## src/opaddr_defs.svh

```systemverilog
// Constants for operand address generation and stack handling
`ifndef OPADDR_DEFS_SVH
`define OPADDR_DEFS_SVH
`define OPA_SP_RESET 8'h7F
`define OPA_DP_PAGE0 8'h00
`define OPA_DP_PAGE1 8'h01
`define OPA_PC_RESET 16'h0000
`endif

```

## src/opaddr_pkg.sv

```systemverilog
// Types for operand address generation and stack handling
package opaddr_pkg;
   typedef enum logic [3:0] {
      AM_REG = 4'h0,
      AM_IMM = 4'h1,
      AM_DP = 4'h2,
      AM_ABS = 4'h3,
      AM_X = 4'h4,
      AM_XINC = 4'h5,
      AM_DPX = 4'h6,
      AM_DPY = 4'h7,
      AM_ABS_RMW = 4'h8
   } addr_mode_t;
   typedef enum logic [1:0] {
      RSEL_ACC = 2'h0,
      RSEL_X = 2'h1,
      RSEL_Y = 2'h2,
      RSEL_PSW = 2'h3
   } reg_sel_t;
   typedef enum logic [1:0] {
      SOP_NONE = 2'h0,
      SOP_CALL = 2'h1,
      SOP_RET = 2'h2,
      SOP_RETURN_FROM_INTERRUPT = 2'h3
   } stack_op_t;
   typedef enum logic [7:0] {
      ST_IDLE = 8'b0000_0001,
      ST_PUSH_HI = 8'b0000_0010,
      ST_PUSH_LO = 8'b0000_0100,
      ST_POP_PSW = 8'b0000_1000,
      ST_POP_LO = 8'b0001_0000,
      ST_POP_HI = 8'b0010_0000,
      ST_GET_LO = 8'b0100_0000,
      ST_GET_HI = 8'b1000_0000
   } stack_state_t;
endpackage

```

## src/cpu_operand_address_and_stack.sv

```systemverilog
// Operand address generation and stack pointer sequencing
// Functional notes
// RULE_01 - Call or interrupt pushes return address first; code pushes on SOP_CALL only, has no interrupt entry
// RULE_02 - Subroutine return reloads only program counter
// RULE_03 - Interrupt return reloads counter and flags
// RULE_04 - Pointer names next save; post-dec, pre-inc
// RULE_05 - Register mode selects registers, no memory
// RULE_06 - Immediate operand byte is data itself
// RULE_07 - Direct-page operand byte forms page address
// RULE_08 - Absolute: low byte then high byte
// RULE_09 - Absolute serves read-modify-write memory operations
// RULE_10 - X mode addresses page by X alone
// RULE_11 - X auto-increment accesses then bumps X
// RULE_12 - Operand plus X within direct page
// RULE_13 - Operand plus Y within direct page
// RULE_14 - Indexed sums wrap to eight bits
`include "opaddr_defs.svh"
module cpu_operand_address_and_stack
(
   input wire logic clk_i,
   input wire logic rstn_i,
   input wire logic ce_i,
   input wire logic req_i,
   input wire opaddr_pkg::addr_mode_t mode_i,
   input wire opaddr_pkg::reg_sel_t reg_sel_i,
   input wire logic is_store_i,
   input wire logic [7:0] op1_i,
   input wire logic [7:0] op2_i,
   input wire logic [7:0] acc_i,
   input wire logic [7:0] x_i,
   input wire logic [7:0] y_i,
   input wire logic [7:0] psw_i,
   input wire logic page_sel_i,
   input wire opaddr_pkg::stack_op_t stack_op_i,
   input wire logic [15:0] ret_pc_i,
   input wire logic sp_load_i,
   input wire logic [7:0] sp_load_val_i,
   input wire logic [7:0] mem_rdata_i,
   output logic mem_req_o,
   output logic mem_we_o,
   output logic mem_rmw_o,
   output logic [15:0] mem_addr_o,
   output logic [7:0] mem_wdata_o,
   output logic [7:0] operand_o,
   output logic operand_valid_o,
   output logic x_wr_o,
   output logic [7:0] x_new_o,
   output logic [7:0] stack_pointer_o,
   output logic stack_busy_o,
   output logic pc_load_o,
   output logic [15:0] pc_new_o,
   output logic psw_load_o,
   output logic [7:0] psw_new_o,
   output logic jump_ok_o
);
   import opaddr_pkg::*;
   typedef struct packed {
      stack_state_t st;
      logic [7:0] sp;
      logic [15:0] ret;
      logic return_from_interrupt;
      logic [7:0] pc_lo;
      logic mem_req;
      logic mem_we;
      logic mem_rmw;
      logic [15:0] mem_addr;
      logic [7:0] mem_wdata;
      logic [7:0] operand;
      logic operand_valid;
      logic x_wr;
      logic [7:0] x_new;
      logic pc_load;
      logic [15:0] pc_new;
      logic psw_load;
      logic [7:0] psw_new;
      logic jump_ok;
      logic busy;
   } state_t;
   state_t s_reg;
   state_t s_next;
   logic [15:0] ea;
   logic ea_mem;
   logic ea_imm;
   logic [7:0] page;
   logic [7:0] sp_inc;
   assign page = page_sel_i ? `OPA_DP_PAGE1 : `OPA_DP_PAGE0;
   assign sp_inc = 8'(s_reg.sp + 8'h01);
   opaddr_ea u_ea
   (
      .mode_i(mode_i),
      .op1_i(op1_i),
      .op2_i(op2_i),
      .x_i(x_i),
      .y_i(y_i),
      .page_i(page),
      .addr_o(ea),
      .mem_o(ea_mem),
      .imm_o(ea_imm)
   );
   always_comb
   begin
      s_next = s_reg;
      s_next.mem_req = 1'b0;
      s_next.mem_we = 1'b0;
      s_next.mem_rmw = 1'b0;
      s_next.operand_valid = 1'b0;
      s_next.x_wr = 1'b0;
      s_next.pc_load = 1'b0;
      s_next.psw_load = 1'b0;
      s_next.jump_ok = 1'b0;
      unique case (s_reg.st)
         ST_IDLE:
         begin
            if (sp_load_i)
            begin
               s_next.sp = sp_load_val_i;
            end
            else if (stack_op_i == SOP_CALL)
            begin
               s_next.ret = ret_pc_i;
               s_next.st = ST_PUSH_HI;
            end
            else if (stack_op_i == SOP_RET || stack_op_i == SOP_RETURN_FROM_INTERRUPT)
            begin
               s_next.return_from_interrupt = (stack_op_i == SOP_RETURN_FROM_INTERRUPT);
               s_next.st = (stack_op_i == SOP_RETURN_FROM_INTERRUPT) ? ST_POP_PSW : ST_POP_LO;
            end
            else if (req_i)
            begin
               if (mode_i == AM_REG)
               begin
                  s_next.operand_valid = 1'b1; // RULE_05
                  unique case (reg_sel_i)
                     RSEL_ACC: s_next.operand = acc_i;
                     RSEL_X: s_next.operand = x_i;
                     RSEL_Y: s_next.operand = y_i;
                     RSEL_PSW: s_next.operand = psw_i;
                  endcase
               end
               else if (ea_imm)
               begin
                  s_next.operand = op1_i; // RULE_06
                  s_next.operand_valid = 1'b1;
               end
               else if (ea_mem)
               begin
                  s_next.mem_req = 1'b1;
                  s_next.mem_addr = ea;
                  s_next.mem_rmw = (mode_i == AM_ABS_RMW); // RULE_09
                  s_next.mem_we = is_store_i && mode_i != AM_ABS_RMW;
                  s_next.mem_wdata = acc_i;
                  if (mode_i == AM_XINC)
                  begin
                     s_next.x_wr = 1'b1; // RULE_11
                     s_next.x_new = 8'(x_i + 8'h01);
                  end
               end
            end
         end
         // Return address high byte first so the low byte pops first
         ST_PUSH_HI:
         begin
            s_next.mem_req = 1'b1;
            s_next.mem_we = 1'b1;
            s_next.mem_addr = {`OPA_DP_PAGE1, s_reg.sp};
            s_next.mem_wdata = s_reg.ret[15:8]; // RULE_01
            s_next.sp = 8'(s_reg.sp - 8'h01); // RULE_04
            s_next.st = ST_PUSH_LO;
         end
         ST_PUSH_LO:
         begin
            s_next.mem_req = 1'b1;
            s_next.mem_we = 1'b1;
            s_next.mem_addr = {`OPA_DP_PAGE1, s_reg.sp};
            s_next.mem_wdata = s_reg.ret[7:0]; // RULE_01
            s_next.sp = 8'(s_reg.sp - 8'h01); // RULE_04
            s_next.jump_ok = 1'b1; // RULE_01
            s_next.st = ST_IDLE;
         end
         ST_POP_PSW:
         begin
            s_next.mem_req = 1'b1;
            s_next.mem_addr = {`OPA_DP_PAGE1, sp_inc}; // RULE_04
            s_next.sp = sp_inc;
            s_next.st = ST_POP_LO;
         end
         ST_POP_LO:
         begin
            s_next.mem_req = 1'b1;
            s_next.mem_addr = {`OPA_DP_PAGE1, sp_inc}; // RULE_04
            s_next.sp = sp_inc;
            s_next.st = ST_POP_HI;
         end
         // Read data trails its request by one cycle, so the flags byte
         // asked for two states back is on the bus here
         ST_POP_HI:
         begin
            s_next.mem_req = 1'b1;
            s_next.mem_addr = {`OPA_DP_PAGE1, sp_inc}; // RULE_04
            s_next.sp = sp_inc;
            if (s_reg.return_from_interrupt)
            begin
               s_next.psw_new = mem_rdata_i; // RULE_03
               s_next.psw_load = 1'b1;
            end
            s_next.st = ST_GET_LO;
         end
         ST_GET_LO:
         begin
            s_next.pc_lo = mem_rdata_i;
            s_next.st = ST_GET_HI;
         end
         ST_GET_HI:
         begin
            s_next.pc_new = {mem_rdata_i, s_reg.pc_lo}; // RULE_02 RULE_03
            s_next.pc_load = 1'b1;
            s_next.st = ST_IDLE;
         end
         default: s_next.st = ST_IDLE;
      endcase
      // Busy follows the next state so the flag leaves a flip-flop
      s_next.busy = (s_next.st != ST_IDLE);
   end
   always_ff @(posedge clk_i)
   begin
      if (!rstn_i)
      begin
         s_reg <= '0;
         s_reg.st <= ST_IDLE;
         s_reg.sp <= `OPA_SP_RESET;
         s_reg.pc_new <= `OPA_PC_RESET;
      end
      else if (ce_i)
      begin
         s_reg <= s_next;
      end
   end
   assign mem_req_o = s_reg.mem_req;
   assign mem_we_o = s_reg.mem_we;
   assign mem_rmw_o = s_reg.mem_rmw;
   assign mem_addr_o = s_reg.mem_addr;
   assign mem_wdata_o = s_reg.mem_wdata;
   assign operand_o = s_reg.operand;
   assign operand_valid_o = s_reg.operand_valid;
   assign x_wr_o = s_reg.x_wr;
   assign x_new_o = s_reg.x_new;
   assign stack_pointer_o = s_reg.sp;
   assign stack_busy_o = s_reg.busy;
   assign pc_load_o = s_reg.pc_load;
   assign pc_new_o = s_reg.pc_new;
   assign psw_load_o = s_reg.psw_load;
   assign psw_new_o = s_reg.psw_new;
   assign jump_ok_o = s_reg.jump_ok;
endmodule // cpu_operand_address_and_stack

```

## src/opaddr_ea.sv

```systemverilog
// Combinational effective address former for data addressing modes
`include "opaddr_defs.svh"
module opaddr_ea
(
   input wire opaddr_pkg::addr_mode_t mode_i,
   input wire logic [7:0] op1_i,
   input wire logic [7:0] op2_i,
   input wire logic [7:0] x_i,
   input wire logic [7:0] y_i,
   input wire logic [7:0] page_i,
   output logic [15:0] addr_o,
   output logic mem_o,
   output logic imm_o
);
   import opaddr_pkg::*;
   logic [7:0] dp_off;
   always_comb
   begin
      dp_off = op1_i;
      mem_o = 1'b1;
      imm_o = 1'b0;
      addr_o = 16'h0000;
      unique case (mode_i)
         AM_REG:
         begin
            mem_o = 1'b0; // RULE_05
         end
         AM_IMM:
         begin
            mem_o = 1'b0; // RULE_06
            imm_o = 1'b1;
         end
         AM_DP: dp_off = op1_i; // RULE_07
         AM_ABS, AM_ABS_RMW: addr_o = {op2_i, op1_i}; // RULE_08
         AM_X, AM_XINC: dp_off = x_i; // RULE_10
         // Carry out dropped so the access never leaves the page
         AM_DPX: dp_off = 8'(op1_i + x_i); // RULE_12 RULE_14
         AM_DPY: dp_off = 8'(op1_i + y_i); // RULE_13 RULE_14
         default:
         begin
            mem_o = 1'b0;
         end
      endcase
      if (mode_i != AM_ABS && mode_i != AM_ABS_RMW && mem_o)
      begin
         addr_o = {page_i, dp_off};
      end
   end
endmodule // opaddr_ea

```

## config.mk

```make
export PLATFORM = sky130hd
export DESIGN_NAME = cpu_operand_address_and_stack
export DESIGN_NICKNAME = d
export VERILOG_FILES = /design/src/opaddr_pkg.sv /design/src/cpu_operand_address_and_stack.sv /design/src/opaddr_ea.sv
export VERILOG_INCLUDE_DIRS = /design/src
export SDC_FILE = /design/constraint.sdc
export NUM_CORES = 1
export LEC_CHECK = 0
export ABC_AREA = 1
export BUFFER_PORTS_ARGS = -buffer_cell sky130_fd_sc_hd__buf_2
export CAP_MARGIN = 20
export CORE_ASPECT_RATIO = 0.7
export CORE_MARGIN = 2
export CORE_UTILIZATION = 49
export DETAILED_ROUTE_END_ITERATION = 7
export GPL_TIMING_DRIVEN = 0
export PLACE_DENSITY = 0.78
export SLEW_MARGIN = 5
export SYNTH_ARGS = -nofsm -noshare
export SYNTH_HDL_FRONTEND = slang
export SYNTH_SLANG_ARGS = --single-unit
```

## constraint.sdc

```tcl
create_clock -name clk_i -period 2.35 [get_ports clk_i]
set_clock_uncertainty 0.15 [all_clocks]
set_input_delay 0.235 -clock clk_i [delete_from_list [all_inputs] [get_ports clk_i]]
set_output_delay 0.235 -clock clk_i [all_outputs]
set_load 0.005 [all_outputs]
```

==> summary.md, run 1 <==
| Metric | Value |
|---|---|
| Share of synthesized area occupied by flip-flops and latches | `33.6%` |
| Number of antenna violations at the first check in global routing | `2` |
| Switch Pwr | `about 1600 uW` |
| Violated checks | `negative hold slack` |
| Remaining global-route overflow | `0` |
| Max FO, Critical Path | `10` |
| IR Drop Worst-Case VDD | `between 500 and 600 uV` |
| Final count of hold timing violations | `1` |
| Top cells by count, synth | `sky130_fd_sc_hd__nand2_1 (137), sky130_fd_sc_hd__nor2_1 (122), sky130_fd_sc_hd__dfxtp_1 (114)` |
| Library cells used by synthesis | `45` |
| Count of clock tree sinks | `114` |
| CTS Buffer Depth | `2` |
| Slack of the worst reg-to-reg path | `0.07 ns` |
| Status | `complete, but fails checks` |
| Internal Power | `4320 uW` |
| Last weighted congestion value of the routability-driven placer | `roughly 0.96` |
| Die area | `approximately 0.015 sq mm` |
| Main flop type after synthesis | `sky130_fd_sc_hd__dfxtp_1` |
| Nets | `1296` |
| Syn Area/Cell | `6.96 sq um` |
| Finished layout cell area | `0.00879 sq mm` |
| Share of total power in combinational logic | `17.2%` |
| Count of final setup violators | `0` |
| Worst hold-check path type | `primary input to flip-flop` |
| Tightest hold margin | `-0.00174 ns` |
| Number of stages on the worst hold path | `5` |
| Required time of the critical path | `2.49 ns` |
| Number of register bits inferred by synthesis | `114` |
| CTS clk-pin slew, worst paths | `0.06 ns` |
| Root buffer selected by CTS | `sky130_fd_sc_hd__clkbuf_16` |
| Hold EP | `stack_pointer_o[5]$_SDFFE_PN1P_` |
| Yosys warning total | `0` |
| Type of origin of the critical path | `flip-flop` |
| Wire length reported by the detailed router | `21.6 mm` |
| Count of cells along the worst register-to-register path | `9` |
| Final HPWL DP | `15.9 mm` |
| Number of cells produced by synthesis | `976` |
| Tmin final | `around 2.3 ns` |
| Final sum of negative setup slack | `0 ns` |
| Worst setup margin | `between 0.06 and 0.07 ns` |
| First DRT Iteration DRCs | `620` |
| Final antenna-violating net count | `0` |
| Placed inst area | `0.00790 sq mm` |
| Part of the total power dissipated in sequential elements | `between 30% and 40%` |
| CTS tree | `yes` |
| Ratio of cells with drive above 1 in the final layout | `about 30%` |
| Deepest level of the CTS H-tree | `4` |
| Capture instance of the worst register-to-register path | `s_reg[86]$_SDFFE_PN0P_` |
| Pre-Repair DR Iteration Count | `6` |
| Number of enable-type register cells in the synthesized netlist | `0` |
| Vias | `7269` |
| Most area-consuming cells after synthesis | `sky130_fd_sc_hd__dfxtp_1 (34%), sky130_fd_sc_hd__buf_4 (8.4%), sky130_fd_sc_hd__nand2_1 (7.6%)` |
| Actual transition at the worst max-transition pin | `0.690 ns` |
| Endpoint class of the critical path | `flip-flop` |
| Tcrit/Tclk final | `97.1%` |
| Die width | `145 um` |
| Flip-flop count of the largest register after layout | `33` |
| Crit path DAT | `2.42 ns` |
| Max frequency | `0.438 GHz` |
| Type of the worst setup path | `flip-flop to flip-flop` |
| Via count of the first global-routing pass | `6356` |
| Starting density of the core | `50.8%` |
| Number of buffers inserted by port buffering | `between 150 and 200` |
| Core Rows | `35` |
| Slew Limit Headroom | `54.0%` |
| Overall Global Routing Usage | `about 29%` |
| Max-slew violation count | `0` |
| Pleak | `0.00432 uW` |
| First-pass GRT wire length | `33.3 mm` |
| Setup WS pre-CTS | `-0.311 ns` |
| Synthesized Nets | `1083` |
| RR Startpoint | `s_reg[112]$_SDFFE_PN0P_` |
| Synth top area share | `33.6%` |
| Summed instance area of the synthesized netlist | `about 0.0068 sq mm` |
| Height of the chip | `102 um` |
| Hold Startpoint | `sp_load_val_i[5]` |
| Synth area leader | `sky130_fd_sc_hd__dfxtp_1` |
| Switching part of the total | `27.6%` |
| Maxcap violations | `0` |
| Area of the core region | `~0.013 sq mm` |
| Post-DR vias/cell | `5.23` |
| Synthesis-to-finish area growth | `29.5%` |
| Clk_lat worst skew | `just over 0.4 ns` |
| Asr flop ratio synth | `0%` |
| Clock share of power | `48.2%` |
| Wire length per cell | `15.5 um` |
| Pwr Density | `679 mW/mm^2` |
| Most numerous cell in the Yosys netlist | `sky130_fd_sc_hd__nand2_1` |
| Total clock buffers created by CTS | `17` |
| Total I/O pin count | `176` |
| DRC violation count after routing | `0` |
| Largest net degree at the start of global routing | `17` |
[power by group through the flow]
stage / Clock, uW / Combinational, uW / Sequential, uW
4_1_cts: 2880 / 997 / 2060
3_3_place_gp: 0 / 952 / 2100
5_1_grt: 2970 / 1130 / 2070
2_1_floorplan: 0 / 641 / 2090
6_report: 2880 / 1030 / 2070
3_5_place_dp: 0 / 963 / 2100
[metal layers]
layer	up-vias	share of wire, %	track usage, %	wire [um]
met5	-	0	0	0
met2	363	41	41.5	8830
met3	39	9.9	6.42	2140
li1	3572	-	-	-
met1	3295	48	44.1	10300
met4	0	1.4	8.14	299
[cell families after synthesis]
logic type | after synthesis | synth area share, %
DFF | 114 | 33.6
AOI/OAI and AO/OA | 229 | 19.0
muxes | 2 | 0.332
and+or+nand+nor | 380 | 26.0
adders and majority gates | 12 | 2.32
buffers and inverters | 228 | 17.3
xor gates and xnor gates | 11 | 1.42
[critical path: stages (launching register included)]
cell and delay [ns]:
sky130_fd_sc_hd__dfxtp_1 0.33, sky130_fd_sc_hd__nor2_1 0.22, sky130_fd_sc_hd__nand2_1 0.10, sky130_fd_sc_hd__inv_2 0.12
sky130_fd_sc_hd__nand4_4 0.14, sky130_fd_sc_hd__inv_2 0.19, sky130_fd_sc_hd__nand4_1 0.25, sky130_fd_sc_hd__clkbuf_1 0.25
sky130_fd_sc_hd__o21ai_0 0.32, sky130_fd_sc_hd__a21oi_1 0.08
[worst max-delay path by stage]
stage                                 start                          to  slack, ns
global route                      mode_i[2]  mem_addr_o[4]$_SDFFE_PN0P_     -0.004
CTS                               mode_i[0]  mem_addr_o[4]$_SDFFE_PN0P_       0.10
global placement                  mode_i[0]  mem_addr_o[4]$_SDFFE_PN0P_      -0.28
floorplan                         mode_i[2]  mem_addr_o[4]$_SDFFE_PN0P_       0.05
detailed placement                mode_i[0]  mem_addr_o[4]$_SDFFE_PN0P_      -0.31
finish              s_reg[112]$_SDFFE_PN0P_      s_reg[86]$_SDFFE_PN0P_       0.07
[area by class of cell]
type                    instances  area, sq um
diodes                          3         7.51
plain buffers                 106          727
clock buffers                  18          429
clock inverters                14          226
fillers                      1196         4560
inverters                     122          458
multi-input cells             634         3360
flip-flops and latches        114         2280
well taps                     185          231
repair buffers                194         1070
[what timing repair did]
action,4_1_cts,5_1_grt
resized for setup,0,9
hold buffers,18,0
hold endpoints to repair,20,0
setup buffers,0,3
endpoints found under the setup margin,0,4
[through the flow]
step / util [%] / total power [uW] / cells / hold WS (ns)
4_1_cts: 65.4 / 5940 / 1384 / 0.000503
3_5_place_dp: 59.2 / 3070 / 1334 / 0.289
5_1_grt: 65.8 / 6180 / 1389 / 0.0265
2_1_floorplan: - / 2730 / 976 / 0.184
6_report: 65.8 / 5970 / 1390 / -0.00174
3_3_place_gp: 59.2 / 3060 / 1334 / 0.285
[cells in the final DEF, fill, tap and decap left out, types with 6 or more instances in the layout]
master	synthesis	final
sky130_fd_sc_hd__a211oi_1	19	19
sky130_fd_sc_hd__a21oi_1	74	70
sky130_fd_sc_hd__a21oi_2	5	9
sky130_fd_sc_hd__buf_2	8	181
sky130_fd_sc_hd__buf_4	76	79
sky130_fd_sc_hd__clkbuf_1	17	17
sky130_fd_sc_hd__clkbuf_16	0	17
sky130_fd_sc_hd__dfxtp_1	114	114
sky130_fd_sc_hd__dlygate4sd3_1	0	18
sky130_fd_sc_hd__ha_1	11	10
sky130_fd_sc_hd__inv_1	106	105
sky130_fd_sc_hd__inv_2	15	16
sky130_fd_sc_hd__nand2_1	137	136
sky130_fd_sc_hd__nand2_2	6	6
sky130_fd_sc_hd__nand3_1	60	60
sky130_fd_sc_hd__nand3_2	6	6
sky130_fd_sc_hd__nand4_1	10	10
sky130_fd_sc_hd__nor2_1	122	121
sky130_fd_sc_hd__nor2_2	6	6
sky130_fd_sc_hd__nor3_1	16	16
sky130_fd_sc_hd__o21ai_0	86	85
sky130_fd_sc_hd__o21ai_1	17	18
sky130_fd_sc_hd__o22ai_1	14	14
sky130_fd_sc_hd__xor2_1	6	6
(Power assumes the default switching activity.)
==> run 2, diff against run 1 <==
- CORE_MARGIN: 2 -> 3
==> run 2 against run 1 <==
Clock-buffer cell count rose by 2. Hold slack improved by 0.0013 ns. Clock power fell by 7.3%. Wire length rose by 1.8%. The run still ends with negative hold slack left.
==> summary.md, run 2 (same netlist as run 1, synthesis figures left out) <==
| Metric | Value |
|---|---|
| Violated checks | `negative hold slack (unchanged)` |
| Tmin final | `2.24 ns (was 2.28 ns)` |
| Starting density of the core | `50.8% (unchanged)` |
| Largest net degree at the start of global routing | `17 (unchanged)` |
| Overall Global Routing Usage | `27.6% (was 29.2%)` |
| Final antenna-violating net count | `0 (unchanged)` |
| Total I/O pin count | `176 (unchanged)` |
| CTS Buffer Depth | `2 (unchanged)` |
| Slack of the worst reg-to-reg path | `0.20 ns (was 0.07 ns)` |
| Pre-Repair DR Iteration Count | `7 (was 6)` |
| Tcrit/Tclk final | `95.2% (was 97.1%)` |
| Endpoint class of the critical path | `flip-flop (unchanged)` |
| Type of origin of the critical path | `primary input (was flip-flop)` |
| Die area | `0.0153 sq mm (was 0.0148 sq mm)` |
| Crit path DAT | `2.40 ns (was 2.42 ns)` |
| Die width | `147 um (was 145 um)` |
| Maxcap violations | `0 (unchanged)` |
| Height of the chip | `104 um (was 102 um)` |
| Flip-flop count of the largest register after layout | `33 (unchanged)` |
| CTS tree | `yes (unchanged)` |
| Remaining global-route overflow | `0 (unchanged)` |
| Leading cell types in the layout, fill and taps excluded | `sky130_fd_sc_hd__buf_2 (181), sky130_fd_sc_hd__nand2_1 (136), sky130_fd_sc_hd__nor2_1 (121), sky130_fd_sc_hd__dfxtp_1 (114), sky130_fd_sc_hd__inv_1 (105) (unchanged)` |
| Slew Limit Headroom | `54.1% (was 54.0%)` |
| Core Rows | `35 (unchanged)` |
| Antenna Cells | `0 (was 3)` |
| Max frequency | `0.447 GHz (was 0.438 GHz)` |
| Pwr Density | `658 mW/mm^2 (was 679 mW/mm^2)` |
| Post-DR vias/cell | `5.27 (was 5.23)` |
| Final HPWL DP | `16.3 mm (was 15.9 mm)` |
| Synthesis-to-finish area growth | `29.1% (was 29.5%)` |
| Final count of hold timing violations | `1 (unchanged)` |
| Last weighted congestion value of the routability-driven placer | `0.952 (was 0.956)` |
| Vias | `7330 (was 7269)` |
| Ratio of cells with drive above 1 in the final layout | `29.9% (was 30.0%)` |
| Worst hold-check path type | `primary input to flip-flop (unchanged)` |
| Type of the worst setup path | `primary input to flip-flop (was flip-flop to flip-flop)` |
| Wire length reported by the detailed router | `22.0 mm (was 21.6 mm)` |
| Placed inst area | `0.00790 sq mm (unchanged)` |
| Count of clock tree sinks | `114 (unchanged)` |
| IR Drop Worst-Case VDD | `553 uV (was 521 uV)` |
| Area taken by flip-flops and latches | `0.00228 sq mm (unchanged)` |
| Required time of the critical path | `2.51 ns (was 2.49 ns)` |
| Pleak | `0.00432 uW (about the same)` |
| Multi-input logic area | `0.00336 sq mm (about the same)` |
| First DRT Iteration DRCs | `681 (was 620)` |
| Total clock buffers created by CTS | `17 (unchanged)` |
| Layout fillers | `1162 (was 1196)` |
| Actual transition at the worst max-transition pin | `0.688 ns (was 0.690 ns)` |
| DRC violation count after routing | `0 (unchanged)` |
| Max FO, Critical Path | `10 (unchanged)` |
| Number of buffers inserted by port buffering | `173 (unchanged)` |
| Status | `complete, but fails checks (unchanged)` |
| CTS clk-pin slew, worst paths | `0.06 ns (about the same)` |
| Finished layout cell area | `0.00877 sq mm (was 0.00879 sq mm)` |
| Most common cell after layout, fill and taps aside | `sky130_fd_sc_hd__buf_2 (unchanged)` |
| Number of antenna violations at the first check in global routing | `1 (was 2)` |
| Tightest hold margin | `-0.000417 ns (was -0.00174 ns)` |
| Root buffer selected by CTS | `sky130_fd_sc_hd__clkbuf_16 (unchanged)` |
| Nets | `1299 (was 1296)` |
| Via count of the first global-routing pass | `6604 (was 6356)` |
| Area of the core region | `0.0134 sq mm (unchanged)` |
| Max-slew violation count | `0 (unchanged)` |
| First-pass GRT wire length | `34.0 mm (was 33.3 mm)` |
| Overall power of the completed layout | `5770 uW (was 5970 uW)` |
| Count of final setup violators | `0 (unchanged)` |
| Wire length per cell | `15.8 um (was 15.5 um)` |
| Deepest level of the CTS H-tree | `4 (unchanged)` |
| Clk_lat worst skew | `0.41 ns (about the same)` |
## run 2: cell count changes in the layout (fill, tap and decap cells not counted), sizes merged
cell | previous run | this run
diode | 3 | 0
clkbuf | 34 | 36
clkinv | 5 | 6
inv | 124 | 123
bufinv | 5 | 3
dlygate4sd3 | 18 | 21
## run 2: path summary, 6_finish.rpt
check / startpoint / endpoint / depth (start not counted)
setup / recovery: mode_i[2] / mem_addr_o[4]$_SDFFE_PN0P_ / 18
hold / removal: ret_pc_i[4] / s_reg[86]$_SDFFE_PN0P_ / 3
setup reg to reg: s_reg[112]$_SDFFE_PN0P_ / s_reg[94]$_SDFFE_PN0P_ / 9
hold reg to reg: operand_o[5]$_SDFFE_PN0P_ / operand_o[5]$_SDFFE_PN0P_ / 2
## run 2: critical path, stage by stage
cell and delay (ns):
sky130_fd_sc_hd__buf_2 0.11, sky130_fd_sc_hd__inv_1 0.08, sky130_fd_sc_hd__nor2_4 0.17, sky130_fd_sc_hd__nand2_4 0.09
sky130_fd_sc_hd__buf_4 0.18, sky130_fd_sc_hd__a21oi_2 0.14, sky130_fd_sc_hd__ha_2 0.22, sky130_fd_sc_hd__inv_1 0.06
sky130_fd_sc_hd__fa_2 0.35, sky130_fd_sc_hd__inv_1 0.08, sky130_fd_sc_hd__nand3_1 0.06, sky130_fd_sc_hd__nand2_1 0.09
sky130_fd_sc_hd__xnor2_1 0.11, sky130_fd_sc_hd__nand2_1 0.08, sky130_fd_sc_hd__a21oi_2 0.15, sky130_fd_sc_hd__nor2_1 0.05
sky130_fd_sc_hd__nor2_1 0.10, sky130_fd_sc_hd__nor2_1 0.04
## run 2: area by class of cell
class                           instances  area share (%)
Multi-Input combinational cell        634            38.3
Sequential cell                       114            26.0
Timing Repair Buffer                  197            12.5
Buffer                                106            8.25
Inverter                              122            5.22
Clock buffer                           20            5.21
Tap cell                              185            2.64
Clock inverter                         12            1.77
## run 2: layer usage
metal	track usage (%)	part of all wire (%)
met3	7.10	10
met4	6.11	0.81
met5	0	0.059
met1	40.4	46
met2	40.6	43
## run 2: repair_timing
| item | 4_1_cts | 5_1_grt |
|---|---|---|
| buffers inserted | 0 | 3 |
| setup endpoints to repair | 0 | 9 |
| hold buffers | 21 | 0 |
| resized for setup | 0 | 10 |
| hold endpoints to repair | 22 | 0 |
## run 2: metrics by stage
stage	util (%)	hold slack (ns)	TNS (ns)	std cells	setup WS [ns]
floorplan	-	0.184	0	976	0.0452
global placement	59.2	0.284	-1.70	1334	-0.336
detailed placement	59.2	0.287	-2.00	1334	-0.385
CTS	65.3	0.00492	0	1387	0.0376
global route	65.6	0.00773	-0.00657	1390	-0.00657
finish	65.6	-0.000417	0	1390	0.113
## run 2: report_power, final
| part | internal, uW | total (uW) | switching (uW) |
|---|---|---|---|
| clock | 1730 | 2670 | 944 |
| sequential | 2010 | 2070 | 61.0 |
| combinational | 417 | 1030 | 611 |
==> run 3, diff against run 2 <==
- REMOVE_ABC_BUFFERS: not set -> 1
==> run 3 against run 2 <==
The run now ends clean. Clock-buffer cell count down 3. Worst setup slack worse by 0.033 ns. Die area unchanged. Fmax down 1.4%. Non-clock buffer count down 80. Hold slack better by 0.0078 ns. Critical path type is now flip-flop to flip-flop.
==> summary.md, run 3 (same netlist as run 1, synthesis figures left out) <==
| Metric | Value |
|---|---|
| Status | `complete, no violations (was complete, but fails checks)` |
| Root buffer selected by CTS | `sky130_fd_sc_hd__clkbuf_16 (unchanged)` |
| Max-slew violation count | `0 (unchanged)` |
| Wire length on met1 | `9.61 mm (was 10.0 mm)` |
| Most common cell after layout, fill and taps aside | `sky130_fd_sc_hd__buf_2 (unchanged)` |
| Last weighted congestion value of the routability-driven placer | `0.980 (was 0.952)` |
| Core Rows | `35 (unchanged)` |
| Routed length on met2 | `8.74 mm (was 9.47 mm)` |
| Wire length reported by the detailed router | `20.6 mm (was 22.0 mm)` |
| Synthesis-to-finish area growth | `22.9% (was 29.1%)` |
| Actual transition at the worst max-transition pin | `0.659 ns (was 0.688 ns)` |
| Nets | `1220 (was 1299)` |
| Height of the chip | `104 um (unchanged)` |
| Capture instance of the worst register-to-register path | `mem_addr_o[10]$_SDFFE_PN0P_ (was s_reg[94]$_SDFFE_PN0P_)` |
| Die width | `147 um (unchanged)` |
| Clk_lat worst skew | `0.41 ns (about the same)` |
| Via count of the first global-routing pass | `6304 (was 6604)` |
| Total I/O pin count | `176 (unchanged)` |
| First-pass GRT wire length | `32.1 mm (was 34.0 mm)` |
| Maximum cell stage delay along the critical path | `0.34 ns (was 0.35 ns)` |
| Placed inst area | `0.00721 sq mm (was 0.00790 sq mm)` |
| Switch Pwr | `1680 uW (was 1620 uW)` |
| Pre-Repair DR Iteration Count | `5 (was 7)` |
| Cell chain of the critical path | `inv_2 -> nand2_2 -> nor3_1 -> nand2_2 -> buf_4 -> nand3_2 -> nor2_4 -> buf_4 -> nor2_4 -> o21ai_1 -> a21oi_1 (was buf_2 -> inv_1 -> nor2_4 -> nand2_4 -> buf_4 -> a21oi_2 -> ha_2 -> inv_1 -> fa_2 -> inv_1 -> nand3_1 -> nand2_1 -> xnor2_1 -> nand2_1 -> a21oi_2 -> nor2_1 -> nor2_1 -> nor2_1)` |
| Number of antenna violations at the first check in global routing | `1 (unchanged)` |
| Endpoint class of the critical path | `flip-flop (unchanged)` |
| Buffering stage count on the worst path with inverters included | `3 (was 5)` |
| Slew Limit Headroom | `56.0% (was 54.1%)` |
| Slowest cell on the critical path | `sky130_fd_sc_hd__nor2_4 (was sky130_fd_sc_hd__fa_2)` |
| Required time of the critical path | `2.55 ns (was 2.51 ns)` |
| Final count of hold timing violations | `0 (was 1)` |
| Final antenna-violating net count | `0 (unchanged)` |
| Total clock buffers created by CTS | `17 (unchanged)` |
| Count of final setup violators | `0 (unchanged)` |
| Hold Startpoint | `stack_op_i[1] (was ret_pc_i[4])` |
| Type of the worst setup path | `flip-flop to flip-flop (was primary input to flip-flop)` |
| Largest net degree at the start of global routing | `57 (was 17)` |
| Vias | `6847 (was 7330)` |
| Slack of the worst reg-to-reg path | `0.08 ns (was 0.20 ns)` |
| Final HPWL DP | `14.5 mm (was 16.3 mm)` |
| Post-DR vias/cell | `5.22 (was 5.27)` |
| RR Startpoint | `s_reg[107]$_SDFFE_PN0P_ (was s_reg[112]$_SDFFE_PN0P_)` |
| Maxcap violations | `0 (unchanged)` |
| Multi-input logic area | `0.00340 sq mm (was 0.00336 sq mm)` |
| Starting density of the core | `50.8% (unchanged)` |
| First DRT Iteration DRCs | `624 (was 681)` |
| Finished layout cell area | `0.00834 sq mm (was 0.00877 sq mm)` |
| Part of the total power dissipated in sequential elements | `36.0% (was 35.9%)` |
| Overall Global Routing Usage | `25.7% (was 27.6%)` |
| Hold EP | `s_reg[81]$_SDFFE_PN0P_ (was s_reg[86]$_SDFFE_PN0P_)` |
| Type of origin of the critical path | `flip-flop (was primary input)` |
| Worst hold-check path type | `primary input to flip-flop (unchanged)` |
| Number of placed instances, taps included | `1232 (was 1334)` |
| Overall power of the completed layout | `5750 uW (was 5770 uW)` |
| Number of stages on the worst hold path | `3 (unchanged)` |
| Highest metal layer with signal wires | `met5 (unchanged)` |
| Share of total power in combinational logic | `16.5% (was 17.8%)` |
| Tmin final | `2.27 ns (was 2.24 ns)` |
| Internal Power | `4070 uW (was 4150 uW)` |
| Worst setup margin | `0.0801 ns (was 0.113 ns)` |
| Max frequency | `0.441 GHz (was 0.447 GHz)` |
| Wire length per cell | `15.7 um (was 15.8 um)` |
| DRC violation count after routing | `0 (unchanged)` |
| Layout fillers | `1167 (was 1162)` |
| Die area | `0.0153 sq mm (unchanged)` |
| Non-filler cells in the finished layout | `1311 (was 1390)` |
| Unrepaired setup endpoints after global routing | `false` |
| Ratio of cells with drive above 1 in the final layout | `25.8% (was 29.9%)` |
| Clock share of power | `47.5% (was 46.3%)` |
| Number of buffers inserted by port buffering | `175 (was 173)` |
| Leading cell types in the layout, fill and taps excluded | `sky130_fd_sc_hd__buf_2 (175), sky130_fd_sc_hd__nand2_1 (135), sky130_fd_sc_hd__nor2_1 (121), sky130_fd_sc_hd__dfxtp_1 (114), sky130_fd_sc_hd__inv_1 (105) (was sky130_fd_sc_hd__buf_2 (181), sky130_fd_sc_hd__nand2_1 (136), sky130_fd_sc_hd__nor2_1 (121), sky130_fd_sc_hd__dfxtp_1 (114), sky130_fd_sc_hd__inv_1 (105))` |
| Routed length on met3 | `2.05 mm (was 2.27 mm)` |
| Remaining global-route overflow | `0 (unchanged)` |
| Max FO, Critical Path | `12 (was 10)` |
| Count of cells along the worst register-to-register path | `11 (was 9)` |
| CTS Buffer Depth | `2 (unchanged)` |
| Deepest level of the CTS H-tree | `4 (unchanged)` |
| IR Drop Worst-Case VDD | `411 uV (was 553 uV)` |
| Area taken by flip-flops and latches | `0.00228 sq mm (unchanged)` |
| Tcrit/Tclk final | `96.6% (was 95.2%)` |
| Family of cells with the greatest summed delay on the critical path | `simple AND/OR/NAND/NOR gates (unchanged)` |
| Pwr Density | `689 mW/mm^2 (was 658 mW/mm^2)` |
| Setup WS pre-CTS | `-1.28 ns (was -0.385 ns)` |
| Antenna Cells | `0 (unchanged)` |
| Count of clock tree sinks | `114 (unchanged)` |
| CTS tree | `yes (unchanged)` |
| Final core utilization | `62.4% (was 65.6%)` |
| Pleak | `0.00398 uW (was 0.00432 uW)` |
| Area of the core region | `0.0134 sq mm (unchanged)` |
| Crit path DAT | `2.47 ns (was 2.40 ns)` |
| Flip-flop count of the largest register after layout | `33 (unchanged)` |
| Switching part of the total | `29.1% (was 28.0%)` |
| CTS clk-pin slew, worst paths | `0.06 ns (about the same)` |
-- run 3: area by class of cell --
type	count	area share (%)
flip-flops and latches	114	27.4
well taps	185	2.78
inverters	122	5.52
repair buffers	223	16.2
clock inverters	15	2.37
multi-input cells	635	40.7
clock buffers	17	5.10
-- run 3: how the worst max path moves through the flow --
| stage | start | depth (start not counted) | endpoint |
|---|---|---|---|
| after global placement | mode_i[2] | 17 | mem_addr_o[4]$_SDFFE_PN0P_ |
| after global routing | mode_i[2] | 17 | mem_addr_o[4]$_SDFFE_PN0P_ |
| after detailed placement | mode_i[2] | 17 | mem_addr_o[4]$_SDFFE_PN0P_ |
| final | s_reg[107]$_SDFFE_PN0P_ | 11 | mem_addr_o[10]$_SDFFE_PN0P_ |
| after CTS | mode_i[0] | 17 | mem_addr_o[4]$_SDFFE_PN0P_ |
| after floorplan | mode_i[2] | 16 | mem_addr_o[4]$_SDFFE_PN0P_ |
-- run 3: metal layers --
metal | track usage (%) | up-vias
met5 | 0 | -
met4 | 6.58 | 2
met3 | 6.97 | 23
met2 | 38.6 | 312
met1 | 36.5 | 3082
li1 | - | 3428
-- run 3: worst register-to-register path, stage by stage, from the launching register on --
cell	delay (ns)
sky130_fd_sc_hd__dfxtp_1	0.33
sky130_fd_sc_hd__inv_2	0.11
sky130_fd_sc_hd__nand2_2	0.10
sky130_fd_sc_hd__nor3_1	0.26
sky130_fd_sc_hd__nand2_2	0.17
sky130_fd_sc_hd__buf_4	0.19
sky130_fd_sc_hd__nand3_2	0.11
sky130_fd_sc_hd__nor2_4	0.07
sky130_fd_sc_hd__buf_4	0.17
sky130_fd_sc_hd__nor2_4	0.34
sky130_fd_sc_hd__o21ai_1	0.10
sky130_fd_sc_hd__a21oi_1	0.12
-- run 3: repair_timing --
item	in CTS	in global routing
setup buffers	8	7
pin swaps	4	3
setup endpoints to repair	47	13
gates resized for setup	9	8
hold endpoints to repair	44	2
hold buffers	28	2
gates cloned	0	1
-- run 3: metrics by stage --
step | hold WS [ns] | setup TNS (ns)
after floorplan | 0.169 | -2.76
after global placement | 0.281 | -48.77
after detailed placement | 0.284 | -15.58
after CTS | 0.000664 | 0
after global routing | 0.0239 | 0
final | 0.00741 | 0
-- run 3: power groups by stage --
stage	combinational (uW)	clock, uW	sequential [uW]
floorplan	512	0	2100
global placement	835	0	2110
detailed placement	845	0	2110
CTS	902	2750	2070
global route	1050	2860	2080
finish	949	2730	2070
